===== src/pkg/afecs_pkg.sv =====
// constants, register map and carriers for the command and sample-start block
package afecs_pkg;

    localparam int          CLK_HZ          = 40_000_000;
    localparam int          TB_RATE_HZ      = 4_000_000;
    localparam logic [3:0]  TB_DIV_LAST     = 4'(CLK_HZ / TB_RATE_HZ - 1);

    localparam int          FAULT_FLAG_REGISTER_TIME_US    = 16_000;
    localparam int          FAULT_FLAG_REGISTER_CW         = 20;
    localparam logic [19:0] FAULT_FLAG_REGISTER_CYCLES_DEF = 20'(FAULT_FLAG_REGISTER_TIME_US * (CLK_HZ / 1_000_000));

    localparam int          SPI_ADDR_BITS   = 8;
    localparam int          SPI_DATA_BITS   = 24;
    localparam int          SPI_FRAME_BITS  = SPI_ADDR_BITS + SPI_DATA_BITS;
    localparam logic [5:0]  SPI_ADDR_LAST   = 6'(SPI_ADDR_BITS - 1);
    localparam logic [5:0]  SPI_FRAME_LAST  = 6'(SPI_FRAME_BITS - 1);
    localparam logic [5:0]  SPI_DATA_FIRST  = 6'(SPI_ADDR_BITS);

    localparam logic [7:0]  ADDR_COMMAND    = 8'h00;
    localparam logic [7:0]  ADDR_START_CNT  = 8'h01;
    localparam logic [7:0]  ADDR_FAULT_FLAG = 8'h30;

    localparam int          SOFT_RESET_BIT  = 3;
    localparam int          FAULT_CHECK_BIT = 2;
    localparam int          TB_HOLD_BIT     = 1;
    localparam int          READBACK_BIT    = 0;

    localparam int          COUNT_W         = 16;
    localparam int          FLAG_W          = 13;
    localparam logic [15:0] START_CNT_RST   = 16'h0000;
    localparam logic [12:0] FLAGS_RST       = 13'h0000;
    localparam logic [23:0] WORD_ZERO       = 24'h000000;

    typedef struct packed {
        logic [7:0]  addr;
        logic [23:0] data;
    } afecs_frame_s;

endpackage


===== src/design/afecs_spi_port.sv =====
// serial host port: pin synchronisers, frame receive and readback shift-out
`timescale 1ns/1ps
module afecs_spi_port
    import afecs_pkg::*;
(
    input  wire logic         clock,
    input  wire logic         rst,
    input  wire logic         spi_sclk,
    input  wire logic         spi_cs_n,
    input  wire logic         spi_mosi,
    input  wire logic [23:0]  rd_word,
    output logic              spi_miso,
    output logic              spi_miso_oe,
    output logic              addr_done,
    output logic [7:0]        addr_seen,
    output logic              frame_valid,
    output afecs_frame_s      frame
);

    logic [2:0]   sclk_sy_r;
    logic [2:0]   cs_sy_r;
    logic [2:0]   mosi_sy_r;
    logic         sclk_l_r,  sclk_l_nxt;
    logic         cs_l_r,    cs_l_nxt;
    logic         mosi_l_r,  mosi_l_nxt;
    logic [5:0]   bit_cnt_r, bit_cnt_nxt;
    logic [31:0]  shin_r,    shin_nxt;
    logic [23:0]  shout_r,   shout_nxt;
    logic         oe_r,      oe_nxt;
    logic         adone_r,   adone_nxt;
    logic         fvalid_r,  fvalid_nxt;
    logic [7:0]   aseen_r,   aseen_nxt;
    afecs_frame_s frame_r,   frame_nxt;
    logic         rise;
    logic         fall;

    always_comb
    begin
        // a level counts only once the second and third stages agree
        sclk_l_nxt  = (sclk_sy_r[1] == sclk_sy_r[2]) ? sclk_sy_r[2] : sclk_l_r;
        cs_l_nxt    = (cs_sy_r[1] == cs_sy_r[2]) ? cs_sy_r[2] : cs_l_r;
        mosi_l_nxt  = (mosi_sy_r[1] == mosi_sy_r[2]) ? mosi_sy_r[2] : mosi_l_r;
        rise        = sclk_l_nxt & ~sclk_l_r;
        fall        = ~sclk_l_nxt & sclk_l_r;
        bit_cnt_nxt = bit_cnt_r;
        shin_nxt    = shin_r;
        shout_nxt   = shout_r;
        adone_nxt   = 1'b0;
        fvalid_nxt  = 1'b0;
        aseen_nxt   = aseen_r;
        frame_nxt   = frame_r;
        oe_nxt      = ~cs_l_r;
        if (cs_l_r)
        begin
            bit_cnt_nxt = 6'h00;
            shout_nxt   = WORD_ZERO;
        end
        else if (rise)
        begin
            shin_nxt    = {shin_r[30:0], mosi_l_r};
            bit_cnt_nxt = (bit_cnt_r == SPI_FRAME_LAST) ? 6'h00 : bit_cnt_r + 6'h01;
            if (bit_cnt_r == SPI_ADDR_LAST)
            begin
                adone_nxt = 1'b1;
                aseen_nxt = {shin_r[6:0], mosi_l_r};
            end
            if (bit_cnt_r == SPI_FRAME_LAST)
            begin
                fvalid_nxt = 1'b1;
                frame_nxt  = {shin_r[30:0], mosi_l_r};
            end
        end
        else if (fall)
        begin
            // sclk must be slow enough that rd_word settles before this edge
            shout_nxt = (bit_cnt_r == SPI_DATA_FIRST) ? rd_word : {shout_r[22:0], 1'b0};
        end
    end

    always_ff @(posedge clock)
    begin
        sclk_sy_r <= {sclk_sy_r[1:0], spi_sclk};
        cs_sy_r   <= {cs_sy_r[1:0], spi_cs_n};
        mosi_sy_r <= {mosi_sy_r[1:0], spi_mosi};
        if (rst)
        begin
            sclk_l_r  <= 1'b0;
            cs_l_r    <= 1'b1;
            mosi_l_r  <= 1'b0;
            bit_cnt_r <= 6'h00;
            shin_r    <= 32'h00000000;
            shout_r   <= WORD_ZERO;
            oe_r      <= 1'b0;
            adone_r   <= 1'b0;
            fvalid_r  <= 1'b0;
            aseen_r   <= 8'h00;
            frame_r   <= '0;
        end
        else
        begin
            sclk_l_r  <= sclk_l_nxt;
            cs_l_r    <= cs_l_nxt;
            mosi_l_r  <= mosi_l_nxt;
            bit_cnt_r <= bit_cnt_nxt;
            shin_r    <= shin_nxt;
            shout_r   <= shout_nxt;
            oe_r      <= oe_nxt;
            adone_r   <= adone_nxt;
            fvalid_r  <= fvalid_nxt;
            aseen_r   <= aseen_nxt;
            frame_r   <= frame_nxt;
        end
    end

    assign spi_miso    = shout_r[23];
    assign spi_miso_oe = oe_r;
    assign addr_done   = adone_r;
    assign addr_seen   = aseen_r;
    assign frame_valid = fvalid_r;
    assign frame       = frame_r;

endmodule


===== src/design/afecs_top.sv =====
// command register, fault-check sequencer, timebase and sample-start window
//
// Overview of operation
// - command register is write-only; reading it returns zero.
// - soft reset bit returns all internal registers to defaults, then clears.
// - writing one to fault check start begins diagnostics at once; zero does nothing.
// - at sequence end every fault result is stored in the fault flag register.
// - fault check start clears itself when the 16 ms sequence completes.
// - timebase hold keeps timing counters in reset; host clears it to run.
// - readback enable resets to zero; one enables register reads over serial port.
// - start count is 16 bits; upper eight bits are written zero.
// - sample window starts at the programmed count within the repetition period.
// - timing counts are cycles of the 4 MHz timebase.
`timescale 1ns/1ps
module afecs_top
    import afecs_pkg::*;
#(
    parameter logic [19:0] FAULT_FLAG_REGISTER_CYCLES = FAULT_FLAG_REGISTER_CYCLES_DEF
)
(
    input  wire logic         clock,
    input  wire logic         rst,
    input  wire logic         spi_sclk,
    input  wire logic         spi_cs_n,
    input  wire logic         spi_mosi,
    input  wire logic [15:0]  period_length_count,
    input  wire logic [15:0]  sample_end_count,
    input  wire logic [12:0]  fault_probe_in,
    output logic              spi_miso,
    output logic              spi_miso_oe,
    output logic              fault_check_active,
    output logic [12:0]       fault_flag_register,
    output logic              timebase_tick,
    output logic [15:0]       period_count,
    output logic              sample_window
);

    function automatic logic addr_is(input logic [7:0] a, input logic [7:0] target);
        addr_is = (a == target);
    endfunction

    logic                 addr_done;
    logic [7:0]           addr_seen;
    logic                 frame_valid;
    afecs_frame_s         frame;

    logic [15:0]          start_cnt_r, start_cnt_nxt;
    logic                 hold_r,      hold_nxt;
    logic                 readback_r,  readback_nxt;
    logic                 fault_flag_register_r,      fault_flag_register_nxt;
    logic [FAULT_FLAG_REGISTER_CW-1:0]   fault_flag_register_cnt_r,  fault_flag_register_cnt_nxt;
    logic [FLAG_W-1:0]    flags_r,     flags_nxt;
    logic [3:0]           div_r,       div_nxt;
    logic                 tick_r,      tick_nxt;
    logic [COUNT_W-1:0]   period_r,    period_nxt;
    logic                 window_r,    window_nxt;
    logic [23:0]          rd_word_r,   rd_word_nxt;
    logic                 wr_en;
    logic                 cmd_wr;
    logic                 soft_rst;

    afecs_spi_port u_port
    (
        .clock       (clock),
        .rst         (rst),
        .spi_sclk    (spi_sclk),
        .spi_cs_n    (spi_cs_n),
        .spi_mosi    (spi_mosi),
        .rd_word     (rd_word_r),
        .spi_miso    (spi_miso),
        .spi_miso_oe (spi_miso_oe),
        .addr_done   (addr_done),
        .addr_seen   (addr_seen),
        .frame_valid (frame_valid),
        .frame       (frame)
    );

    // command frames are always writes, so readback can be switched off again
    assign wr_en    = frame_valid & (addr_is(frame.addr, ADDR_COMMAND) | ~readback_r);
    assign cmd_wr   = wr_en & addr_is(frame.addr, ADDR_COMMAND);
    assign soft_rst = cmd_wr & frame.data[SOFT_RESET_BIT];

    // register file and fault-check sequencer
    always_comb
    begin
        start_cnt_nxt = start_cnt_r;
        hold_nxt      = hold_r;
        readback_nxt  = readback_r;
        fault_flag_register_nxt      = fault_flag_register_r;
        fault_flag_register_cnt_nxt  = fault_flag_register_cnt_r;
        flags_nxt     = flags_r;
        rd_word_nxt   = rd_word_r;
        if (fault_flag_register_r)
        begin
            if (fault_flag_register_cnt_r == FAULT_FLAG_REGISTER_CYCLES - 20'h00001)
            begin
                fault_flag_register_nxt  = 1'b0;
                flags_nxt = fault_probe_in;
            end
            else
            begin
                fault_flag_register_cnt_nxt = fault_flag_register_cnt_r + 20'h00001;
            end
        end
        if (cmd_wr)
        begin
            hold_nxt     = frame.data[TB_HOLD_BIT];
            readback_nxt = frame.data[READBACK_BIT];
            // a start landing on the completion cycle wins and restarts
            if (frame.data[FAULT_CHECK_BIT])
            begin
                fault_flag_register_nxt     = 1'b1;
                fault_flag_register_cnt_nxt = '0;
            end
        end
        if (wr_en && addr_is(frame.addr, ADDR_START_CNT))
        begin
            start_cnt_nxt = frame.data[COUNT_W-1:0];
        end
        if (addr_done)
        begin
            rd_word_nxt = WORD_ZERO;
            if (readback_r && addr_is(addr_seen, ADDR_START_CNT))
            begin
                rd_word_nxt = {8'h00, start_cnt_r};
            end
            else if (readback_r && addr_is(addr_seen, ADDR_FAULT_FLAG))
            begin
                rd_word_nxt = {11'h000, flags_r};
            end
        end
        if (soft_rst)
        begin
            start_cnt_nxt = START_CNT_RST;
            hold_nxt      = 1'b0;
            readback_nxt  = 1'b0;
            fault_flag_register_nxt      = 1'b0;
            fault_flag_register_cnt_nxt  = '0;
            flags_nxt     = FLAGS_RST;
            rd_word_nxt   = WORD_ZERO;
        end
    end

    always_ff @(posedge clock)
    begin
        if (rst)
        begin
            start_cnt_r <= START_CNT_RST;
            hold_r      <= 1'b0;
            readback_r  <= 1'b0;
            fault_flag_register_r      <= 1'b0;
            fault_flag_register_cnt_r  <= '0;
            flags_r     <= FLAGS_RST;
            rd_word_r   <= WORD_ZERO;
        end
        else
        begin
            start_cnt_r <= start_cnt_nxt;
            hold_r      <= hold_nxt;
            readback_r  <= readback_nxt;
            fault_flag_register_r      <= fault_flag_register_nxt;
            fault_flag_register_cnt_r  <= fault_flag_register_cnt_nxt;
            flags_r     <= flags_nxt;
            rd_word_r   <= rd_word_nxt;
        end
    end

    // 4 MHz timebase, repetition-period counter and sample window
    always_comb
    begin
        div_nxt    = div_r;
        tick_nxt   = 1'b0;
        period_nxt = period_r;
        window_nxt = window_r;
        if (hold_r || soft_rst)
        begin
            div_nxt    = 4'h0;
            period_nxt = '0;
            window_nxt = 1'b0;
        end
        else if (div_r == TB_DIV_LAST)
        begin
            div_nxt  = 4'h0;
            tick_nxt = 1'b1;
        end
        else
        begin
            div_nxt = div_r + 4'h1;
        end
        if (tick_r && !hold_r && !soft_rst)
        begin
            period_nxt = (period_r == period_length_count) ? '0 : period_r + 16'h0001;
            // compare the count being entered so the window lines up with it
            // end wins when both match, so equal counts give no window
            if (period_nxt == sample_end_count)
            begin
                window_nxt = 1'b0;
            end
            else if (period_nxt == start_cnt_r)
            begin
                window_nxt = 1'b1;
            end
        end
    end

    always_ff @(posedge clock)
    begin
        if (rst)
        begin
            div_r    <= 4'h0;
            tick_r   <= 1'b0;
            period_r <= '0;
            window_r <= 1'b0;
        end
        else
        begin
            div_r    <= div_nxt;
            tick_r   <= tick_nxt;
            period_r <= period_nxt;
            window_r <= window_nxt;
        end
    end

    assign fault_check_active  = fault_flag_register_r;
    assign fault_flag_register = flags_r;
    assign timebase_tick       = tick_r;
    assign period_count        = period_r;
    assign sample_window       = window_r;

endmodule


===== config.mk =====
export PLATFORM = sky130hd
export DESIGN_NAME = afecs_top
export DESIGN_NICKNAME = d
export VERILOG_FILES = /design/src/pkg/afecs_pkg.sv /design/src/design/afecs_spi_port.sv /design/src/design/afecs_top.sv
export SDC_FILE = /design/constraint.sdc
export NUM_CORES = 1
export LEC_CHECK = 0
export ABC_AREA = 1
export BUFFER_PORTS_ARGS = -buffer_cell sky130_fd_sc_hd__clkbuf_2
export CAP_MARGIN = 10
export CELL_PAD_IN_SITES_DETAIL_PLACEMENT = 1
export CELL_PAD_IN_SITES_GLOBAL_PLACEMENT = 1
export CORE_ASPECT_RATIO = 0.9
export CORE_MARGIN = 1.5
export CORE_UTILIZATION = 31
export CTS_BUF_LIST = sky130_fd_sc_hd__clkbuf_2
export DETAILED_ROUTE_END_ITERATION = 7
export PLACE_DENSITY_LB_ADDON = 0.25
export SYNTH_ARGS = -nofsm -noshare
export SYNTH_HDL_FRONTEND = slang
export SYNTH_HIERARCHICAL = 1
export SYNTH_SLANG_ARGS = --single-unit

===== constraint.sdc =====
create_clock -name clock -period 5.7 [get_ports clock]
set_clock_uncertainty 0.05 [all_clocks]
set_input_delay 1.14 -clock clock [delete_from_list [all_inputs] [get_ports clock]]
set_output_delay 1.14 -clock clock [all_outputs]
set_load 0.05 [all_outputs]

After elaboration in Yosys (flattened, before gate mapping)
Cells that the tools add are included.
{"block": "classes", "n_mux": 23, "n_reduce_logical": 20, "n_bitwise": 11, "eq_ne": 14, "addsub": 4}
{"operator": "$mux W20", "count": 4}
{"operator": "$mux W16", "count": 4}
{"operator": "$eq A16 B16 Y1", "count": 3}
{"operator": "$mux W24", "count": 1}
{"operator": "$add A20 B1 Y20 const B", "count": 1}
{"operator": "$eq A20 B20 Y1 const B", "count": 1}
{"operator": "$add A16 B1 Y16 const B", "count": 1}
{"operator": "$eq A8 B1 Y1 const B", "count": 2}
{"operator": "$mux W13", "count": 1}
{"operator": "$mux W1", "count": 12}
{"operator": "$eq A8 B6 Y1 const B", "count": 1}
{"operator": "$logic_not A8 Y1", "count": 1}
{"operator": "$add A6 B1 Y6 const B", "count": 1}
{"operator": "$eq A6 B3 Y1 const B", "count": 1}
{"operator": "$eq A6 B4 Y1 const B", "count": 1}
{"operator": "$eq A6 B5 Y1 const B", "count": 1}
{"operator": "$mux W6", "count": 1}
{"operator": "$reduce_and A2 Y1", "count": 3}
{"operator": "$reduce_and A3 Y1", "count": 2}
{"operator": "$reduce_or A2 Y1", "count": 3}
{"operator": "$reduce_or A3 Y1", "count": 2}
{"operator": "$and A1 B1 Y1", "count": 5}
{"operator": "$logic_and A1 B1 Y1", "count": 5}
{"operator": "$not A1 Y1", "count": 5}
{"operator": "other kinds (7)", "count": 10}
{"block": "word_totals", "input_bits": 50, "register_bits": 206, "output_inout_bits": 34}

Logic depth before layout (Yosys ltp)
{"block": "logic_depth", "ltp_word": 10, "ltp_mapped": 19, "mapped_depth_nobuf": 17}

Modules after synthesis
The synthesis kept the hierarchy.
{"mod": "afecs_top", "seq_area_each_um2": 1801.7, "area_each_um2": 5017.3, "n_inst": 1, "cells_per_inst": 777}
{"mod": "afecs_spi_port", "seq_area_each_um2": 2322.2, "area_each_um2": 4518.1, "n_inst": 1, "cells_per_inst": 608}

Worst setup path after synthesis
No wires, ideal clock.
{"block": "synth_timing", "path_kind": "input port to flip-flop", "from": "input period_length_count[10]", "to": "register window_r, in the netlist sample_window", "setup_slack_ps": 3270, "arrival_ps": 2269, "t_required_ps": 5540, "setup_ps": 110, "cell_stages": 15, "path_cell_list": "inv_1 -> nand2_1 -> nand2_1 -> nor2_1 -> nand2_1 -> nor2_1 -> nand2_1 -> buf_2 -> nand2_1 -> xor2_1 -> nand2_1 -> nor2_1 -> nand3_1 -> nand2_1 -> nor2_2"}
{"block": "synth_between", "elab_chain_len": 6}
{"element": "from (decl)", "line": "afecs_top.sv:26", "rtl": "input wire logic [15:0] period_length_count,"}
{"element": "$eq A16 B16 Y1 (*)", "line": "afecs_top.sv:192", "rtl": "period_nxt = (period_r == period_length_count) ? '0 : period_r + 16'h0001;"}
{"element": "$mux W16 (*)", "line": "afecs_top.sv:192"}
{"element": "$eq A16 B16 Y1", "line": "afecs_top.sv:199", "rtl": "else if (period_nxt == start_cnt_r)"}
{"element": "$mux W1", "line": "afecs_top.sv:199"}
{"element": "$mux W1 (*)", "line": "afecs_top.sv:195", "rtl": "if (period_nxt == sample_end_count)"}
{"element": "$mux W1 (*)", "line": "afecs_top.sv:190", "rtl": "if (tick_r && !hold_r && !soft_rst)"}
{"element": "to (signal assigned)", "line": "afecs_top.sv:220", "rtl": "window_r <= window_nxt;"}
{"element": "to (decl)", "line": "afecs_top.sv:56", "rtl": "logic window_r, window_nxt;"}
Every way passes the cells marked *; elsewhere a longest branch is shown, timed or not.
A chain may end at the register's enable or synchronous reset.

Worst setup path after layout
{"block": "layout_timing", "from": "register period_r[0], in the netlist period_count[0]", "to": "register window_r, in the netlist sample_window"}
{"block": "layout_between", "elab_chain_len": 6}
{"element": "from (decl)", "line": "afecs_top.sv:55", "rtl": "logic [COUNT_W-1:0] period_r, period_nxt;"}
{"element": "from (signal assigned)", "line": "afecs_top.sv:219", "rtl": "period_r <= period_nxt;"}
{"element": "$add A16 B1 Y16 / $eq A16 B16 Y1 (equally long branches)", "line": "afecs_top.sv:192"}
{"element": "$mux W16 (*)", "line": "afecs_top.sv:192"}
{"element": "$eq A16 B16 Y1", "line": "afecs_top.sv:199"}
{"element": "$mux W1", "line": "afecs_top.sv:199"}
{"element": "$mux W1 (*)", "line": "afecs_top.sv:195"}
{"element": "$mux W1 (*)", "line": "afecs_top.sv:190"}
Marked as above.

==> reports/metrics.cfg <==
[pwr]
cellLeakagePower_nw=4.01
p_per_area_nw_per_um2=213
ir_drop_v=0.000126

[floorplan]
start_util_pct=31.8
core_um2=29200
top_level_ports=84
fp.dieW_um=185
die_area_um2=30900
die_height_um=167
num_rows=59

[timing]
setup_tns_ns=0
hold_violations=0
fin_crit_sh_pct=52.4
relSlewSlack_pct=31.9
max_slew.worst_pin.slew_ns=1.02
rsz0062_at_grt=false
drv_slew=0
fmax_mhz=335
setup_viol=0
fin_crit_ns=2.99

[clocking]
root_buffer=clkbuf_2
cts-resized-gates=0
clock_path_buffers=2
cts_hold_buf=0
cts-htree-levels=4
clk_pin_slew_worst_paths_ns=0.32
clkLatencyLatePin_ns=0.81
cts_buffers=17
cts_tree=done
cts_setup_buffers=0
clock_sinks=198

[synth]
yosys_warnings=6
avgSynthCellArea_um2=6.85
postSynthCellCount=1353
synth.cell_area_um2=9270

[critical_path]
rr_worst_depth=15
cp_num_buf_inv=1
rr_endpoint=sample_window
crit_path_start_kind=flop
max_stage_delay_ns=0.59
cp_max_fo=58
r2r-start=period_count[0]
worstSetupPathType=reg -> reg
cp_common_cell=nand2_1
cpMaxStageDelayCell=nand2_2
critPathTopFamily=simple AND/OR/NAND/NOR gates
cp.arrival_ns=3.71
r2r_slack_ns=2.71
required_ns=6.42
path_cells=inv_2 > nand2_1 > nand2_1 > nor2_1 > nand2_1 > nor2_1 > nand2_2 > nand3b_1 > nand2_1 > nor2_1 > nand2_1 > nor2_1 > nand3_1 > nand2_1 > nor2_2
crit_path_end_kind=flop

[route]
drc=0
firstDrtPassIters=5
routedWlPerCell_um=14.8
drt_iter0_markers=468
ant_nets=0
drt_wl_total_um=26900
vias=8641
detail_route.vias_per_cell=4.76

[placed_design]
port_buffers=83
gp_congestion=0.778
place_area_um2=9970
place_hpwl_um=18900

[hold_path]
min_path_type=reg -> reg
min_to=u_port/sclk_sy_r[1]
holdPathStages=0
holdCritStartpoint=u_port/sclk_sy_r[0]

[status]
status=completed

[grt]
grt.busiest_layer=met2
use_met1_pct=26.3
grt_usage_pct=17.9
grt_pass1_vias=8440
grt_overflow=0
grt_use_met2_pct=27.7
grt_pass1_wl_um=44200
grt_max_degree=66
antenna_found_initial=1
use_met3_pct=2.78

[finish]
fin_area_um2=10200
drive_above_1_share_pct=10.8
nNetsFinal=1460
syn_to_final_growth_pct=9.93

[job]
drv_cap=0

[flip-flops by register name, indices dropped and copies added, names as in the netlist, 3 cells and up]
signal / cells
start_cnt_r: 16
u_port/shin_r: 31
u_port/bit_cnt_r: 6
u_port/addr_seen: 8
fault_flag_register_cnt_r: 20
rd_word_r: 16
u_port/frame: 24
u_port/shout_r: 24
div_r: 4
period_count: 16
fault_flag_register: 13
u_port/sclk_sy_r: 3
u_port/cs_sy_r: 3
u_port/mosi_sy_r: 3
[worst max path at each step]
stage | slack [ns] | start | to | cells after the start
2_1_floorplan | 3.27 | period_length_count[10] | sample_window | 15
6_report | 2.71 | period_count[0] | sample_window | 15
5_1_grt | 2.37 | period_count[0] | sample_window | 15
3_3_place_gp | 2.04 | period_length_count[0] | sample_window | 16
3_5_place_dp | 2.00 | period_length_count[15] | sample_window | 16
4_1_cts | 2.63 | u_port/frame[31] | fault_flag_register_cnt_r[5] | 9
[placed cells by master, fill, tap and decap left out]
cell type and count:
or2_2 1, nor2_1 203, inv_6 4, o21a_1 16, xor2_1 25, inv_1 122, nand2_1 339, nand3b_1 9
clkinv_1 3, buf_6 1, and3_1 1, o21ai_0 47, clkinv_2 1, maj3_1 1, a211oi_1 1, nor2_2 6
ha_1 6, clkinvlp_4 5, nand2_2 5, dfxtp_1 198, a21oi_1 85, nor4_2 2, nor3_4 1, a221oi_1 13
conb_1 8, nor3_1 15, nand4_1 32, o21bai_1 1, nand3_1 128, nor2_4 3, clkbuf_2 101, inv_8 3
xnor2_1 8, nor4_4 1, diode_2 1, buf_4 7, nor4_1 3, inv_2 12
[per-stage QoR]
stage | power, mW | worst slack [ns] | util (%) | std cells | hold slack, ns
floorplan | 1.49 | 3.27 | - | 1360 | 0.260
global placement | 1.52 | 2.04 | 34.2 | 1780 | 0.263
detailed placement | 1.53 | 2.00 | 34.2 | 1780 | 0.263
CTS | 2.20 | 2.63 | 34.9 | 1812 | 0.243
global route | 2.26 | 2.37 | 34.9 | 1814 | 0.208
finish | 2.17 | 2.71 | 34.9 | 1814 | 0.302
[final cells by class]
cell class              count  area, um^2
diodes                      1        2.50
clock buffers              18        90.1
clock inverters            14         115
fillers                  3765       19000
inverters                 136         510
multi-input cells         960        4530
flip-flops and latches    198        3960
well taps                 396         495
repair buffers             91         479
[routing by layer]
| metal | vias to the layer above | part of all wire (%) |
|---|---|---|
| li1 | 4416 | - |
| met1 | 4143 | 52 |
| met2 | 70 | 45 |
| met3 | 12 | 2.3 |
| met4 | 0 | 0.69 |
| met5 | - | 0 |
[where the power goes]
| group | internal [mW] | switching (mW) | total, mW |
|---|---|---|---|
| combinational | 0.0318 | 0.0613 | 0.0931 |
| sequential | 1.40 | 0.00750 | 1.41 |
| clock | 0.128 | 0.536 | 0.664 |
| total | 1.56 | 0.604 | 2.17 |
Note: power is estimated with default switching activity, not from simulation.
